$ cat src/msl_pkg.sv
// Shared constants, states and carriers of the swappable module lifecycle control
package msl_pkg;
    localparam int MOD_COUNT = 4;
    localparam int MOD_W     = 2;
    localparam int ADDR_W    = 8;
    localparam int DATA_W    = 32;
    localparam int CAP_W     = 32;
    localparam int DUR_W     = 8;
    localparam int STATE_W   = 3;

    localparam logic [ADDR_W-1:0] ADDR_CONTROL  = 8'h00;
    localparam logic [ADDR_W-1:0] ADDR_STATUS   = 8'h04;
    localparam logic [ADDR_W-1:0] ADDR_OPTIONS  = 8'h08;
    localparam logic [3:0]        CFG_PAGE      = 4'h1;

    localparam int CTL_PROCEED  = 0;
    localparam int CTL_LOAD     = 1;
    localparam int CTL_SHUTDOWN = 2;
    localparam int CTL_RESTART  = 3;
    localparam int CTL_ISO_VAL  = 4;
    localparam int CTL_ISO_WE   = 5;
    localparam int CTL_RST_VAL  = 6;
    localparam int CTL_RST_WE   = 7;
    localparam int CTL_MOD_LSB  = 8;

    localparam int STS_STATE_LSB = 0;
    localparam int STS_FULL      = 4;
    localparam int STS_MOD_LSB   = 8;
    localparam int STS_ISO       = 12;
    localparam int STS_RST       = 13;
    localparam int STS_START     = 14;
    localparam int STS_REQ       = 15;

    localparam int CFG_START_EN = 0;
    localparam int CFG_RST_EN   = 1;
    localparam int CFG_RST_HIGH = 2;
    localparam int CFG_DUR_LSB  = 8;
    localparam int OPT_SKIP     = 0;

    localparam logic [1:0] ARB_OFF    = 2'h0;
    localparam logic [1:0] ARB_NO_LAT = 2'h1;
    localparam logic [1:0] ARB_LAT    = 2'h2;

    typedef struct packed {
        logic [DUR_W-1:0] dur;
        logic             rst_high;
        logic             rst_en;
        logic             start_en;
    } msl_cfg_t;

    localparam msl_cfg_t CFG_RESET = '{dur: 8'h04, rst_high: 1'b1,
                                       rst_en: 1'b1, start_en: 1'b1};
    localparam logic             FULL_RESET = 1'b0;
    localparam logic             ISO_RESET  = 1'b1;
    localparam logic             SKIP_RESET = 1'b0;
    localparam logic             RST_OUT_RESET = 1'b0;
    localparam logic [DUR_W-1:0] DUR_ONE    = 8'h01;

    typedef enum logic [STATE_W-1:0] {
        ST_BOOT, ST_IDLE, ST_LOAD, ST_STARTUP, ST_RELEASE, ST_MODRESET,
        ST_SHUTDOWN
    } msl_state_t;

    typedef struct packed {
        logic [ADDR_W-1:0] addr;
        logic [DATA_W-1:0] wdata;
        logic              we;
        logic              re;
    } msl_bus_t;

    typedef struct packed {
        logic [CAP_W-1:0] data;
        logic             valid;
        logic             last;
    } msl_bs_t;
endpackage

$ cat src/msl_cap_arb.sv
// Request and yield handshake toward the configuration access port arbiter
`timescale 1ns/1ns
module msl_cap_arb import msl_pkg::*; #(
    parameter logic [1:0] ARB_MODE = ARB_NO_LAT
) (
    // Clock and reset
    input  wire logic i_clk,
    input  wire logic i_reset,
    input  wire logic i_ce,
    // Load engine
    input  wire logic i_have_data,
    output logic      o_xfer,
    // Arbiter
    input  wire logic i_grant,
    input  wire logic i_release,
    output logic      o_req
);
    typedef struct packed {
        logic req;
        logic gnt_seen;
    } msl_arb_st_t;

    msl_arb_st_t q, d;

    always_comb begin
        d = q;
        d.req = 1'b0;
        d.gnt_seen = 1'b0;
        if (ARB_MODE != ARB_OFF) begin
            // A new request waits out a pending release; one in flight
            // keeps going so the load under way finishes.
            d.req = i_have_data && !(i_release && !q.req);
            d.gnt_seen = q.req && (i_grant || q.gnt_seen);
            if (ARB_MODE == ARB_LAT && q.gnt_seen && !i_grant) begin
                d.req = 1'b0;
            end
            // In mode 1 a standing grant is simply reused.
        end
    end

    always_ff @(posedge i_clk or posedge i_reset) begin
        if (i_reset) begin
            q <= '0;
        end else if (i_ce) begin
            q <= d;
        end
    end

    assign o_req  = q.req;
    assign o_xfer = (ARB_MODE == ARB_OFF) ? i_have_data
                                          : (q.req && i_grant);
endmodule

$ cat src/msl_reset_timer.sv
// Timed, polarity-aware reset pulse toward the loaded swappable module
`timescale 1ns/1ns
module msl_reset_timer import msl_pkg::*; (
    // Clock and power-on reset
    input  wire logic             i_clk,
    input  wire logic             i_power_on_reset,
    input  wire logic             i_ce,
    // Control
    input  wire logic             i_start,
    input  wire logic [DUR_W-1:0] i_dur,
    input  wire logic             i_high,
    input  wire logic             i_force_we,
    input  wire logic             i_force_val,
    input  wire logic             i_clear,
    // Result
    output logic                  o_reset_out,
    output logic                  o_asserted,
    output logic                  o_done
);
    typedef struct packed {
        logic             asserted;
        logic [DUR_W-1:0] cnt;
        logic             out;
        logic             done;
    } msl_tmr_st_t;

    msl_tmr_st_t q, d;

    always_comb begin
        d = q;
        d.done = 1'b0;
        if (i_start) begin
            d.asserted = 1'b1;
            d.cnt = (i_dur == '0) ? DUR_ONE : i_dur;
        end else if (i_force_we) begin
            d.asserted = i_force_val;
            d.cnt = '0;
        end else if (i_clear) begin
            d.asserted = 1'b0;
            d.cnt = '0;
        end else if (q.cnt != '0) begin
            d.cnt = q.cnt - DUR_ONE;
            if (q.cnt == DUR_ONE) begin
                d.asserted = 1'b0;
                d.done = 1'b1;
            end
        end
        d.out = d.asserted ? i_high : ~i_high;
    end

    // Only power-on clears it, so a core reset leaves the level alone
    always_ff @(posedge i_clk or posedge i_power_on_reset) begin
        if (i_power_on_reset) begin
            q <= '{asserted: 1'b0, cnt: '0, out: RST_OUT_RESET,
                   done: 1'b0};
        end else if (i_ce) begin
            q <= d;
        end
    end

    assign o_reset_out = q.out;
    assign o_asserted  = q.asserted;
    assign o_done      = q.done;
endmodule

$ cat src/msl_lifecycle_ctrl.sv
// Socket lifecycle sequencer with register port and port arbitration
//
// How it works
// - After a load, raise the start-up request toward software.
// - Start-up comes after load, before module reset and isolate release.
// - Start-up step is enabled per module in its configuration word.
// - Arbitration mode parameter: off, no added latency, added latency.
// - Request the port every cycle while load data remains.
// - A word moves only when request and grant are both high.
// - On release, finish the current load, then drop request.
// - Mode 1: grant may stay high and a new request follows at once.
// - Mode 2: grant falls after a transfer and request follows it down.
// - Isolate is high while the socket is empty or in start-up after a load, low otherwise.
// - Isolate rises at load start and holds until start-up completes.
// - Core reset forces isolate to empty-high or full-low.
// - Start-up after core reset with socket full keeps isolate low.
// - Shutdown state keeps isolate but lets software write it.
// - Leaving shutdown sets isolate from occupancy, dropping written value.
// - Module reset enable, polarity and length are set per module.
// - Module reset follows a load, after start-up when enabled.
// - Core reset with socket full pulses module reset unless skipped.
// - Module reset is writable in shutdown only; core reset leaves it.
// - Module reset asserts the cycle after isolate falls.
`timescale 1ns/1ns
module msl_lifecycle_ctrl import msl_pkg::*; #(
    parameter logic [1:0] ARB_MODE = ARB_NO_LAT
) (
    // Clock, resets and enable
    input  wire logic              i_clk,
    input  wire logic              i_reset,
    input  wire logic              i_power_on_reset,
    input  wire logic              i_ce,
    // Register port
    input  wire msl_bus_t          i_bus,
    output logic [DATA_W-1:0]      o_rdata,
    // Bitstream words in
    input  wire msl_bs_t           i_bs,
    output logic                   o_bs_ready,
    // Configuration access port
    output logic [CAP_W-1:0]       o_cap_data,
    output logic                   o_cap_write,
    output logic                   o_cap_req,
    input  wire logic              i_cap_grant,
    input  wire logic              i_cap_release,
    // Toward the swappable module and software
    output logic                   o_module_startup_sw_request,
    output logic                   o_module_isolate,
    output logic                   o_module_reset_out
);
    typedef struct packed {
        msl_state_t        state;
        logic              after_boot;
        logic              started;
        logic [MOD_W-1:0]  load_id;
        logic [CAP_W-1:0]  hold;
        logic              hold_v;
        logic              hold_last;
        logic              ready;
        logic [CAP_W-1:0]  cap_data;
        logic              cap_we;
        logic              cap_last;
        logic              startup_req;
        logic [DATA_W-1:0] rdata;
    } msl_core_t;

    // Survives a core reset: occupancy, isolate level and configuration
    typedef struct packed {
        logic                            full;
        logic [MOD_W-1:0]                mod_id;
        logic                            isolate;
        logic                            skip;
        msl_cfg_t [MOD_COUNT-1:0]        cfg;
    } msl_keep_t;

    msl_core_t core_q, core_d;
    msl_keep_t keep_q, keep_d;

    logic             ctl_wr;
    logic             opt_wr;
    logic             cfg_hit;
    logic [MOD_W-1:0] cfg_idx;
    logic             have_data;
    logic             arb_xfer;
    logic             tmr_start;
    logic             tmr_force;
    logic             tmr_clear;
    logic             tmr_asserted;
    logic             tmr_done;
    logic             ev_load_go;
    logic             ev_loaded;
    logic             ev_release;
    logic             ev_restart;
    logic             in_shutdown;
    logic             req_seen;
    msl_cfg_t         cur_cfg;
    msl_cfg_t         new_cfg;

    assign ctl_wr  = i_bus.we && (i_bus.addr == ADDR_CONTROL);
    assign opt_wr  = i_bus.we && (i_bus.addr == ADDR_OPTIONS);
    assign cfg_hit = (i_bus.addr[ADDR_W-1:4] == CFG_PAGE)
                     && (i_bus.addr[1:0] == 2'h0);
    assign cfg_idx = i_bus.addr[3:2];
    assign cur_cfg = keep_q.cfg[keep_q.mod_id];
    assign new_cfg = keep_q.cfg[core_q.load_id];
    assign in_shutdown = (core_q.state == ST_SHUTDOWN);

    // Request stays up until the last word has actually left
    assign have_data = (core_q.state == ST_LOAD)
                       && !(core_q.hold_last && !core_q.hold_v);

    assign ev_load_go = (core_q.state == ST_IDLE)
                        && (core_d.state == ST_LOAD);
    assign ev_loaded  = (core_q.state == ST_LOAD)
                        && core_q.cap_we && core_q.cap_last;
    assign ev_release = (core_q.state == ST_RELEASE);
    assign ev_restart = in_shutdown && (core_d.state == ST_IDLE);

    // Start one cycle after entering the reset state, isolate already low
    assign tmr_start = (core_q.state == ST_MODRESET)
                       && !core_q.started;
    assign tmr_force = in_shutdown && ctl_wr
                       && i_bus.wdata[CTL_RST_WE];
    assign tmr_clear = ev_restart;

    msl_cap_arb #(
        .ARB_MODE (ARB_MODE)
    ) u_arb (
        .i_clk       (i_clk),
        .i_reset     (i_reset),
        .i_ce        (i_ce),
        .i_have_data (have_data),
        .o_xfer      (arb_xfer),
        .i_grant     (i_cap_grant),
        .i_release   (i_cap_release),
        .o_req       (o_cap_req)
    );

    msl_reset_timer u_tmr (
        .i_clk            (i_clk),
        .i_power_on_reset (i_power_on_reset),
        .i_ce             (i_ce),
        .i_start          (tmr_start),
        .i_dur            (cur_cfg.dur),
        .i_high           (cur_cfg.rst_high),
        .i_force_we       (tmr_force),
        .i_force_val      (i_bus.wdata[CTL_RST_VAL]),
        .i_clear          (tmr_clear),
        .o_reset_out      (o_module_reset_out),
        .o_asserted       (tmr_asserted),
        .o_done           (tmr_done)
    );

    assign req_seen = o_cap_req;

    // Sequencer, load engine and read path
    always_comb begin
        core_d = core_q;
        core_d.cap_we = 1'b0;
        core_d.rdata = '0;
        unique case (core_q.state)
            ST_BOOT: begin
                core_d.after_boot = 1'b1;
                if (keep_q.full && !keep_q.skip
                    && cur_cfg.start_en) begin
                    core_d.state = ST_STARTUP;
                    core_d.startup_req = 1'b1;
                end else if (keep_q.full && !keep_q.skip
                             && cur_cfg.rst_en) begin
                    core_d.state = ST_MODRESET;
                end else begin
                    core_d.state = ST_IDLE;
                end
            end
            ST_IDLE: begin
                core_d.after_boot = 1'b0;
                if (ctl_wr && i_bus.wdata[CTL_LOAD]) begin
                    core_d.state = ST_LOAD;
                    core_d.load_id = i_bus.wdata[CTL_MOD_LSB +: MOD_W];
                    core_d.hold_v = 1'b0;
                    core_d.hold_last = 1'b0;
                    core_d.cap_last = 1'b0;
                end else if (ctl_wr && i_bus.wdata[CTL_SHUTDOWN]) begin
                    core_d.state = ST_SHUTDOWN;
                end
            end
            ST_LOAD: begin
                if (core_q.hold_v && arb_xfer) begin
                    core_d.cap_we = 1'b1;
                    core_d.cap_data = core_q.hold;
                    core_d.cap_last = core_q.hold_last;
                    core_d.hold_v = 1'b0;
                end else if (core_q.ready && i_bs.valid) begin
                    core_d.hold = i_bs.data;
                    core_d.hold_last = i_bs.last;
                    core_d.hold_v = 1'b1;
                end
                if (ev_loaded) begin
                    if (new_cfg.start_en) begin
                        core_d.state = ST_STARTUP;
                        core_d.startup_req = 1'b1;
                    end else begin
                        core_d.state = ST_RELEASE;
                    end
                end
            end
            ST_STARTUP: begin
                // No timeout: software may take as long as it needs
                if (ctl_wr && i_bus.wdata[CTL_PROCEED]) begin
                    core_d.startup_req = 1'b0;
                    if (!core_q.after_boot) begin
                        core_d.state = ST_RELEASE;
                    end else if (cur_cfg.rst_en) begin
                        core_d.state = ST_MODRESET;
                    end else begin
                        core_d.state = ST_IDLE;
                    end
                end
            end
            ST_RELEASE: begin
                core_d.state = cur_cfg.rst_en ? ST_MODRESET
                                              : ST_IDLE;
            end
            ST_MODRESET: begin
                core_d.started = 1'b1;
                if (tmr_done) begin
                    core_d.state = ST_IDLE;
                    core_d.started = 1'b0;
                end
            end
            ST_SHUTDOWN: begin
                if (ctl_wr && i_bus.wdata[CTL_RESTART]) begin
                    core_d.state = ST_IDLE;
                end
            end
        endcase
        // Half-rate intake: one holding word keeps the ready a flop
        core_d.ready = (core_d.state == ST_LOAD) && !core_d.hold_v
                       && !core_d.hold_last;
        if (i_bus.re) begin
            if (i_bus.addr == ADDR_STATUS) begin
                core_d.rdata[STS_STATE_LSB +: STATE_W] = core_q.state;
                core_d.rdata[STS_FULL] = keep_q.full;
                core_d.rdata[STS_MOD_LSB +: MOD_W] = keep_q.mod_id;
                core_d.rdata[STS_ISO] = keep_q.isolate;
                core_d.rdata[STS_RST] = tmr_asserted;
                core_d.rdata[STS_START] = core_q.startup_req;
                core_d.rdata[STS_REQ] = req_seen;
            end else if (i_bus.addr == ADDR_OPTIONS) begin
                core_d.rdata[OPT_SKIP] = keep_q.skip;
            end else if (cfg_hit) begin
                core_d.rdata[CFG_START_EN] = keep_q.cfg[cfg_idx].start_en;
                core_d.rdata[CFG_RST_EN] = keep_q.cfg[cfg_idx].rst_en;
                core_d.rdata[CFG_RST_HIGH] = keep_q.cfg[cfg_idx].rst_high;
                core_d.rdata[CFG_DUR_LSB +: DUR_W] = keep_q.cfg[cfg_idx].dur;
            end
        end
    end

    // Occupancy, isolate level and per-module configuration
    always_comb begin
        keep_d = keep_q;
        if (core_q.state == ST_BOOT) begin
            // Held here through core reset, so any written value is lost
            keep_d.isolate = ~keep_q.full;
        end else if (ev_load_go) begin
            keep_d.isolate = 1'b1;
        end else if (ev_release) begin
            keep_d.isolate = 1'b0;
        end else if (ev_restart) begin
            keep_d.isolate = ~keep_q.full;
        end else if (in_shutdown && ctl_wr
                     && i_bus.wdata[CTL_ISO_WE]) begin
            keep_d.isolate = i_bus.wdata[CTL_ISO_VAL];
        end
        if (ev_load_go) begin
            keep_d.full = 1'b0;
        end
        if (ev_loaded) begin
            keep_d.full = 1'b1;
            keep_d.mod_id = core_q.load_id;
        end
        if (opt_wr) begin
            keep_d.skip = i_bus.wdata[OPT_SKIP];
        end
        if (i_bus.we && cfg_hit) begin
            keep_d.cfg[cfg_idx].start_en = i_bus.wdata[CFG_START_EN];
            keep_d.cfg[cfg_idx].rst_en = i_bus.wdata[CFG_RST_EN];
            keep_d.cfg[cfg_idx].rst_high = i_bus.wdata[CFG_RST_HIGH];
            keep_d.cfg[cfg_idx].dur = i_bus.wdata[CFG_DUR_LSB +: DUR_W];
        end
    end

    always_ff @(posedge i_clk or posedge i_reset) begin
        if (i_reset) begin
            core_q <= '0;
            core_q.state <= ST_BOOT;
        end else if (i_ce) begin
            core_q <= core_d;
        end
    end

    // Clocks during core reset so isolate settles while reset is held
    always_ff @(posedge i_clk or posedge i_power_on_reset) begin
        if (i_power_on_reset) begin
            keep_q <= '{full: FULL_RESET, mod_id: '0, isolate: ISO_RESET,
                        skip: SKIP_RESET,
                        cfg: {MOD_COUNT{CFG_RESET}}};
        end else if (i_ce) begin
            keep_q <= keep_d;
        end
    end

    assign o_rdata    = core_q.rdata;
    assign o_bs_ready = core_q.ready;
    assign o_cap_data = core_q.cap_data;
    assign o_cap_write = core_q.cap_we;
    assign o_module_startup_sw_request = core_q.startup_req;
    assign o_module_isolate = keep_q.isolate;
endmodule

$ cat config.mk
export PLATFORM = sky130hd
export DESIGN_NAME = msl_lifecycle_ctrl
export DESIGN_NICKNAME = d
export VERILOG_FILES = /design/src/msl_pkg.sv /design/src/msl_cap_arb.sv /design/src/msl_reset_timer.sv /design/src/msl_lifecycle_ctrl.sv
export SDC_FILE = /design/constraint.sdc
export NUM_CORES = 1
export LEC_CHECK = 0
export ABC_AREA = 1
export BUFFER_PORTS_ARGS = -buffer_cell sky130_fd_sc_hd__buf_2
export CELL_PAD_IN_SITES_DETAIL_PLACEMENT = 0
export CELL_PAD_IN_SITES_GLOBAL_PLACEMENT = 1
export CORE_UTILIZATION = 46
export CTS_BUF_LIST = sky130_fd_sc_hd__clkbuf_8
export DETAILED_ROUTE_END_ITERATION = 12
export PLACE_DENSITY = 0.88
export SETUP_SLACK_MARGIN = 0.4
export SLEW_MARGIN = 20
export SYNTH_ARGS = -nofsm -noshare
export SYNTH_HDL_FRONTEND = slang
export SYNTH_SLANG_ARGS = --single-unit
$ cat constraint.sdc
create_clock -name i_clk -period 4.1 [get_ports i_clk]
set_input_delay 0.41 -clock i_clk [delete_from_list [all_inputs] [get_ports i_clk]]
set_output_delay 0.41 -clock i_clk [all_outputs]
set_load 0.05 [all_outputs]
==> results.md, run 1 <==
- Status: complete, no violations
- Slowest cell on crit path: dfrtp_1
- CP cell instances: inv_1 > nand2_1 > nand3_1 > and2_1 > nor2_1 > nor2_1 > nor2_1 > nand2_1 > nor2_2 > nand3_1 > nand3_1 > nand2_1 > nand2_1
- # diodes: 0
- Via density per instance: roughly 5
- Die span in y: around 130 um
- Synth area leader: dfrtp_1
- Initial core utilization: between 40% and 50%
- Num CTS Buffers: 17
- Post-synth cell types: 45
- Synth Flop Type: dfrtp_1
- Pwr dens: between 400 and 500 nW/um^2
- Hold violation count in the final report: 0
- Top cells by count, synth: nand2_1, dfrtp_1, o21ai_0
- Startpoint Class: flip-flop
- FP Rows: 46
- CTS tree: built
- Detailed-route DRC error count: 0
- Cell Area, Synth: 7560 um^2
- Crit path buffers/inverters: 1
- Post-cts resize count: 0
- Vias in the first global route: between 5000 and 6000
- Share of layout cells above drive strength 1: between 20 and 25%
- Achievable Freq: about 350 MHz
- Max Transition Viols Final: 0
- GRT Overall Usage: 21.7%
- 1st-iter DRT viols: roughly 490
- Routed wire per std cell: between 15 and 20 um
- Final WL: ~18000 um
- Pin slew with the least headroom to its limit: about 1100 ps
- Mean Syn Cell Area: between 8 and 9 um^2
- Routed Antenna Nets: 0
- Minimum clock period after layout: between 2000 and 3000 ps
- Initial antenna violation count: 0
- DRT Pass-1 Iters: 5
- Most area-consuming cells after synthesis: dfrtp_1, nand2_1, o21ai_0, buf_4, dfstp_2
- GRT Residual Overflow: 0
- Worst VDD drop: between 0.0002 and 0.00025 V
- Clock transition at path regs: approximately 100 ps
- CP Capture Type: flip-flop
- Global-route wire length before repair: between 20000 and 30000 um
- Max_slew headroom: 27.8%
- H-Tree Level Count: 4
- Final Skew: between 10 and 15 ps
- Post-synth EDFFs: 0
- Die ar.: around 17000 um^2
- Post-synthesis sequential area ratio: 49.9%
- DP HPWL: around 12000 um
- Top-area cell type share of the netlist area: 44.0%
- Worst hold path class: input port to flip-flop
- Top delay family on crit path: simple AND/OR/NAND/NOR gates
- Count leader, synth: nand2_1
- Setup tns final: 0 ps
- IO Port Bufs: 115
- Area grow syn2layout: 10.0%
- Fill count: roughly 1500
- Final Setup Violations: 0
- Critical Path Max Stage Delay: about 950 ps
- Worst EP arrival: between 3000 and 4000 ps
- Clock sink total: 150
- Boundary Pins: 152
- Yosys reg bits: 150
- Die Width: about 130 um
- Gate Count Post-Synth: 892
- GP Congestion: roughly 0.89
- Max Root-Sink Buffers: 2
- CP Max Fanout: 26
- CTS root buffer: clkbuf_8
- Vias: between 5000 and 6000
- Final period util: a little over two thirds
- Post-layout util: roughly 52%
- Ys async rst share: 100%
- Fin nets: around 1000
- CORE AREA: 15900 um^2
- Max cap viols: 0
- Largest net degree at the start of global routing: 64
- Cell mode on critical path: nand2_1
- Hold WS: 190 ps
- Unrepaired setup endpoints after global routing: false
- Yosys Warn Count: 0
- Latest clock arrival within the worst-skew pair: 460 ps
- Critical path type: flip-flop to flip-flop
- Critical Path RT: about 4500 ps
- Pleak: roughly 0.0042 uW
==> registers in the layout, summed over array words and instances (netlist names) <==
name / count
u_tmr.o_done: 1
core_q: 42
o_module_startup_sw_request: 1
o_cap_data: 32
o_module_isolate: 1
o_rdata: 12
u_tmr.o_reset_out: 1
u_arb.o_req: 1
o_bs_ready: 1
u_tmr.o_asserted: 1
u_tmr.q: 8
keep_q: 48
o_cap_write: 1
==> metrics by stage <==
stage          cells  area [um^2]  power [uW]  setup WS, ps
3_3_place_gp    1148         7890        2730          1390
3_5_place_dp    1148         7890        2760          1350
4_1_cts         1182         8320        3950          1290
5_1_grt         1182         8320        4170           963
2_1_floorplan    911         7640        2560          1350
6_report        1182         8320        3920          1240
==> layout by cell type (no fill, tap or decap), types with 3 or more instances in the layout <==
cell type,synthesis,routed
a221oi_1,3,3
inv_8,0,3
nor3_1,3,3
a22oi_1,16,16
ha_1,3,3
nand2_2,3,3
nand4_1,8,8
mux2_2,20,20
nor2_1,58,58
o22ai_1,8,8
inv_2,2,3
dfrtp_1,133,133
xor2_1,6,6
o21ai_0,106,106
inv_1,85,83
clkinvlp_4,0,3
clkbuf_8,0,18
nor2_2,5,5
dfstp_2,17,17
a21oi_1,47,47
inv_6,0,4
buf_4,64,5
nand2_1,197,197
buf_2,9,115
nand3_2,3,3
conb_1,1,20
nand3_1,45,45
==> worst paths after layout <==
kind | startpoint | to | slack (ps) | depth (start not counted)
max | keep_q[46] | o_module_isolate | 1240 | 13
min | i_bs[10] | core_q[78] | 190 | 2
max reg2reg | keep_q[46] | o_module_isolate | 1240 | 13
min reg2reg | u_tmr.o_done | u_tmr.o_done | 480 | 2
max in group asynchronous | i_reset | o_cap_data[16] | 2420 | 4
min in group asynchronous | i_power_on_reset | u_tmr.q[7] | 450 | 3
==> power breakdown <==
part,internal [uW],switching (uW)
clock,576,607
combinational,310,583
sequential,1710,131
total,2600,1320
==> timing repair <==
| item | CTS | global route |
|---|---|---|
| hold endpoints to repair | 38 | 0 |
| setup buffers | 0 | 0 |
| hold buffers | 2 | 0 |
==> layout make-up <==
| class | count | area, um^2 | area share (%) |
|---|---|---|---|
| sequential | 150 | 3770 | 45.4 |
| multi-input combinational | 575 | 2900 | 34.9 |
| timing repair buffer | 122 | 633 | 7.61 |
| inverter | 87 | 328 | 3.94 |
| tap | 216 | 270 | 3.25 |
| clock buffer | 18 | 248 | 2.98 |
| clock inverter | 14 | 165 | 1.98 |
==> metal layers <==
metal / vias up / global-route usage [%] / wire [um]
met5: - / 0 / 0
met4: 0 / 8.34 / 317
met3: 22 / 4.63 / 1190
met2: 207 / 32.8 / 8090
met1: 2813 / 30.5 / 8340
li1: 2954 / - / -
==> worst reg2reg max path, delay by kind of cell (launching register included) <==
family	cells	cell delay, ps
flops	1	950
buf+inv	1	600
simple gates	12	1250
==> cell families (layout without fill, tap and decap cells) <==
logic type               Yosys count  in the layout  share of synthesized area (%)
AO/OA/AOI/OAI                    196            196                           14.6
XOR/XNOR                           7              7                          0.810
adder cells (fa/ha/maj)            3              3                          0.496
buffers and inverters            186            241                           12.7
flip-flops                       150            150                           49.9
multiplexers                      20             20                           2.98
other                              1             20                         0.0496
AND/OR/NAND/NOR                  329            329                           18.6
No activity file was read; power rests on OpenSTA's default activity.
==> inputs of run 2 (changes only) <==
Settings changed: CORE_UTILIZATION 46 to 38, PLACE_DENSITY 0.88 to 0.78.
Clock period 4.1 ns to 2.4 ns, I/O delays scaled along.
==> run 2 against run 1 <==
Register-to-register slack got worse by 720 ps; power rose by 77%; sequential cell count did not move; cell count rose by 6.9%; first-iteration DRC count fell by 7.4%; utilization fell by 7.1 points; via count rose by 2.1%; critical path type unchanged; highest routed layer is now met5.
==> results.md, run 2 (synthesis gave the netlist of run 1 again) <==
- Status: complete, no violations
- Non-Filler Instances: around 1300
- Boundary Pins: between 150 and 200
- Final Setup Violations: 0
- CP cell instances: inv_2 > nand2_2 > nor2_4 > nor3b_4 > nand2_2 > nand2_2 > nor2_2 > a21oi_4 > buf_6 > nand2_1 > o21ai_0
- Initial core utilization: between 30% and 40%
- GP Congestion: ~0.86
- IO Port Bufs: 115
- Die ar.: around 20000 um^2
- Die Width: 143 um
- Commonest non-fill, non-tap cell in the layout: nand2_1
- GRT Residual Overflow: 0
- Critical Path Max Stage Delay: a little over 400 ps
- Flop-to-flop setup slack: just over 500 ps
- Max Root-Sink Buffers: 2
- Slack of the critical path: 518 ps
- Length of routed met3 wiring: about 1300 um
- Pin slew with the least headroom to its limit: between 600 and 700 ps
- Share of layout cells above drive strength 1: between 20% and 30%
- Max Transition Viols Final: 0
- Routed Antenna Nets: 0
- CP Max Fanout: 6
- Cell mode on critical path: nand2_2
- Most frequent cells in the layout: nand2_1, dfrtp_1, buf_2
- DR WL met2: 8820 um
- Minimum clock period after layout: between 1500 and 2000 ps
- Clock sink total: 150
- Clock transition at path regs: approximately 80 ps
- GRT Overall Usage: roughly a fifth
- Worst slack at placement: between 300 and 400 ps
- Max_slew headroom: between 50% and 60%
- Worst EP arrival: around 2200 ps
- H-Tree Level Count: 4
- Max Used Layer: met5
- Worst VDD drop: 0.000324 V
- Initial antenna violation count: 2
- Slowest cell on crit path: dfrtp_1
- Most flops, register: keep_q
- Final WL: ~19000 um
- Detailed-route DRC error count: 0
- Routed wire per std cell: approximately 15 um
- CTS root buffer: clkbuf_8
- Final period util: 78.4%
- Hold violation count in the final report: 0
- Worst hold path class: input port to flip-flop
- Latest clock arrival within the worst-skew pair: roughly 460 ps
- Die span in y: 143 um
- Achievable Freq: around 530 MHz
- DRT Pass-1 Iters: 5
- Num CTS Buffers: 17
- FP Rows: 51
- Critical Path RT: about 2800 ps
- Crit path buffers/inverters: 2
- Global-route wire length before repair: just over 30000 um
- Setup tns final: 0 ps
- Largest net degree at the start of global routing: 55
- Pleak: between 0.004 and 0.005 uW
- Fin nets: between 1000 and 1500
- DP HPWL: 13700 um
- Unrepaired setup endpoints after global routing: false
- Max reg flops: 48
- Fill count: around 2000
- Top delay family on crit path: simple AND/OR/NAND/NOR gates
- Post-layout util: a little under half
- Metal1 wirelength: a little under 9000 um
- Via density per instance: a little under 5
- Startpoint Class: flip-flop
- Pwr dens: a little under 800 nW/um^2
- Max cap viols: 0
- Vias: roughly 6000
- Vias in the first global route: roughly 5700
- CP Capture Type: flip-flop
- CORE AREA: a little under 20000 um^2
- Critical path type: flip-flop to flip-flop
- DP Cell Count: roughly 1200
- Final Skew: about 13 ps
- Area grow syn2layout: 15.9%
- 1st-iter DRT viols: approximately 450
- CTS tree: built
run 2: worst paths after layout:
check                            endpoint             start  cells past startpoint
min                            core_q[74]           i_bs[6]                      2
max                            u_tmr.q[8]       core_q[106]                     11
min reg2reg                o_cap_data[23]    o_cap_data[23]                      2
min in group asynchronous   o_cap_data[1]           i_reset                      3
max reg2reg                    u_tmr.q[8]       core_q[106]                     11
max in group asynchronous      keep_q[35]  i_power_on_reset                      4
run 2: where the power goes:
part	total [uW]	internal, uW	leakage [uW]	switching, uW
combinational	1650	610	0.00227	1040
clock	2130	1090	0.000219	1040
sequential	3140	2930	0.00188	211
total	6920	4620	0.00437	2300
run 2: metal layers:
| metal | global-route usage [%] | up-vias |
|---|---|---|
| met5 | 0 | - |
| li1 | - | 3035 |
| met3 | 5.47 | 21 |
| met2 | 30.4 | 203 |
| met1 | 27.0 | 2861 |
| met4 | 5.15 | 2 |
run 2: cell type report:
cell class | count | area [um^2] | share of cell area [%]
Antenna cell | 1 | 2.50 | 0.0285
Clock inverter | 14 | 186 | 2.13
Inverter | 87 | 337 | 3.84
Sequential cell | 150 | 3780 | 43.1
Clock buffer | 18 | 248 | 2.82
Multi-Input combinational cell | 575 | 2920 | 33.3
Timing Repair Buffer | 154 | 966 | 11.0
Tap cell | 265 | 332 | 3.78
run 2: stage by stage:
stage | hold slack, ps | power [uW] | cell area [um^2]
floorplan | 390 | 4370 | 7640
global placement | 311 | 4700 | 8150
detailed placement | 315 | 4740 | 8150
CTS | 0.185 | 6890 | 8660
global route | 1.77 | 7360 | 8770
finish | 18.9 | 6920 | 8770
run 2: worst register-to-register path, delay by kind of cell (launching register included):
family | cells | cell delay (ps)
flops | 1 | 410
buf+inv | 2 | 230
compound gates | 2 | 280
simple gates | 7 | 860
run 2: repair_timing:
action,4_1_cts,5_1_grt
pin swaps,1,2
gates cloned,0,1
hold endpoints to repair,44,2
resized for setup,3,11
endpoints found under the setup margin,9,12
hold buffers,4,2
buffers inserted,4,7
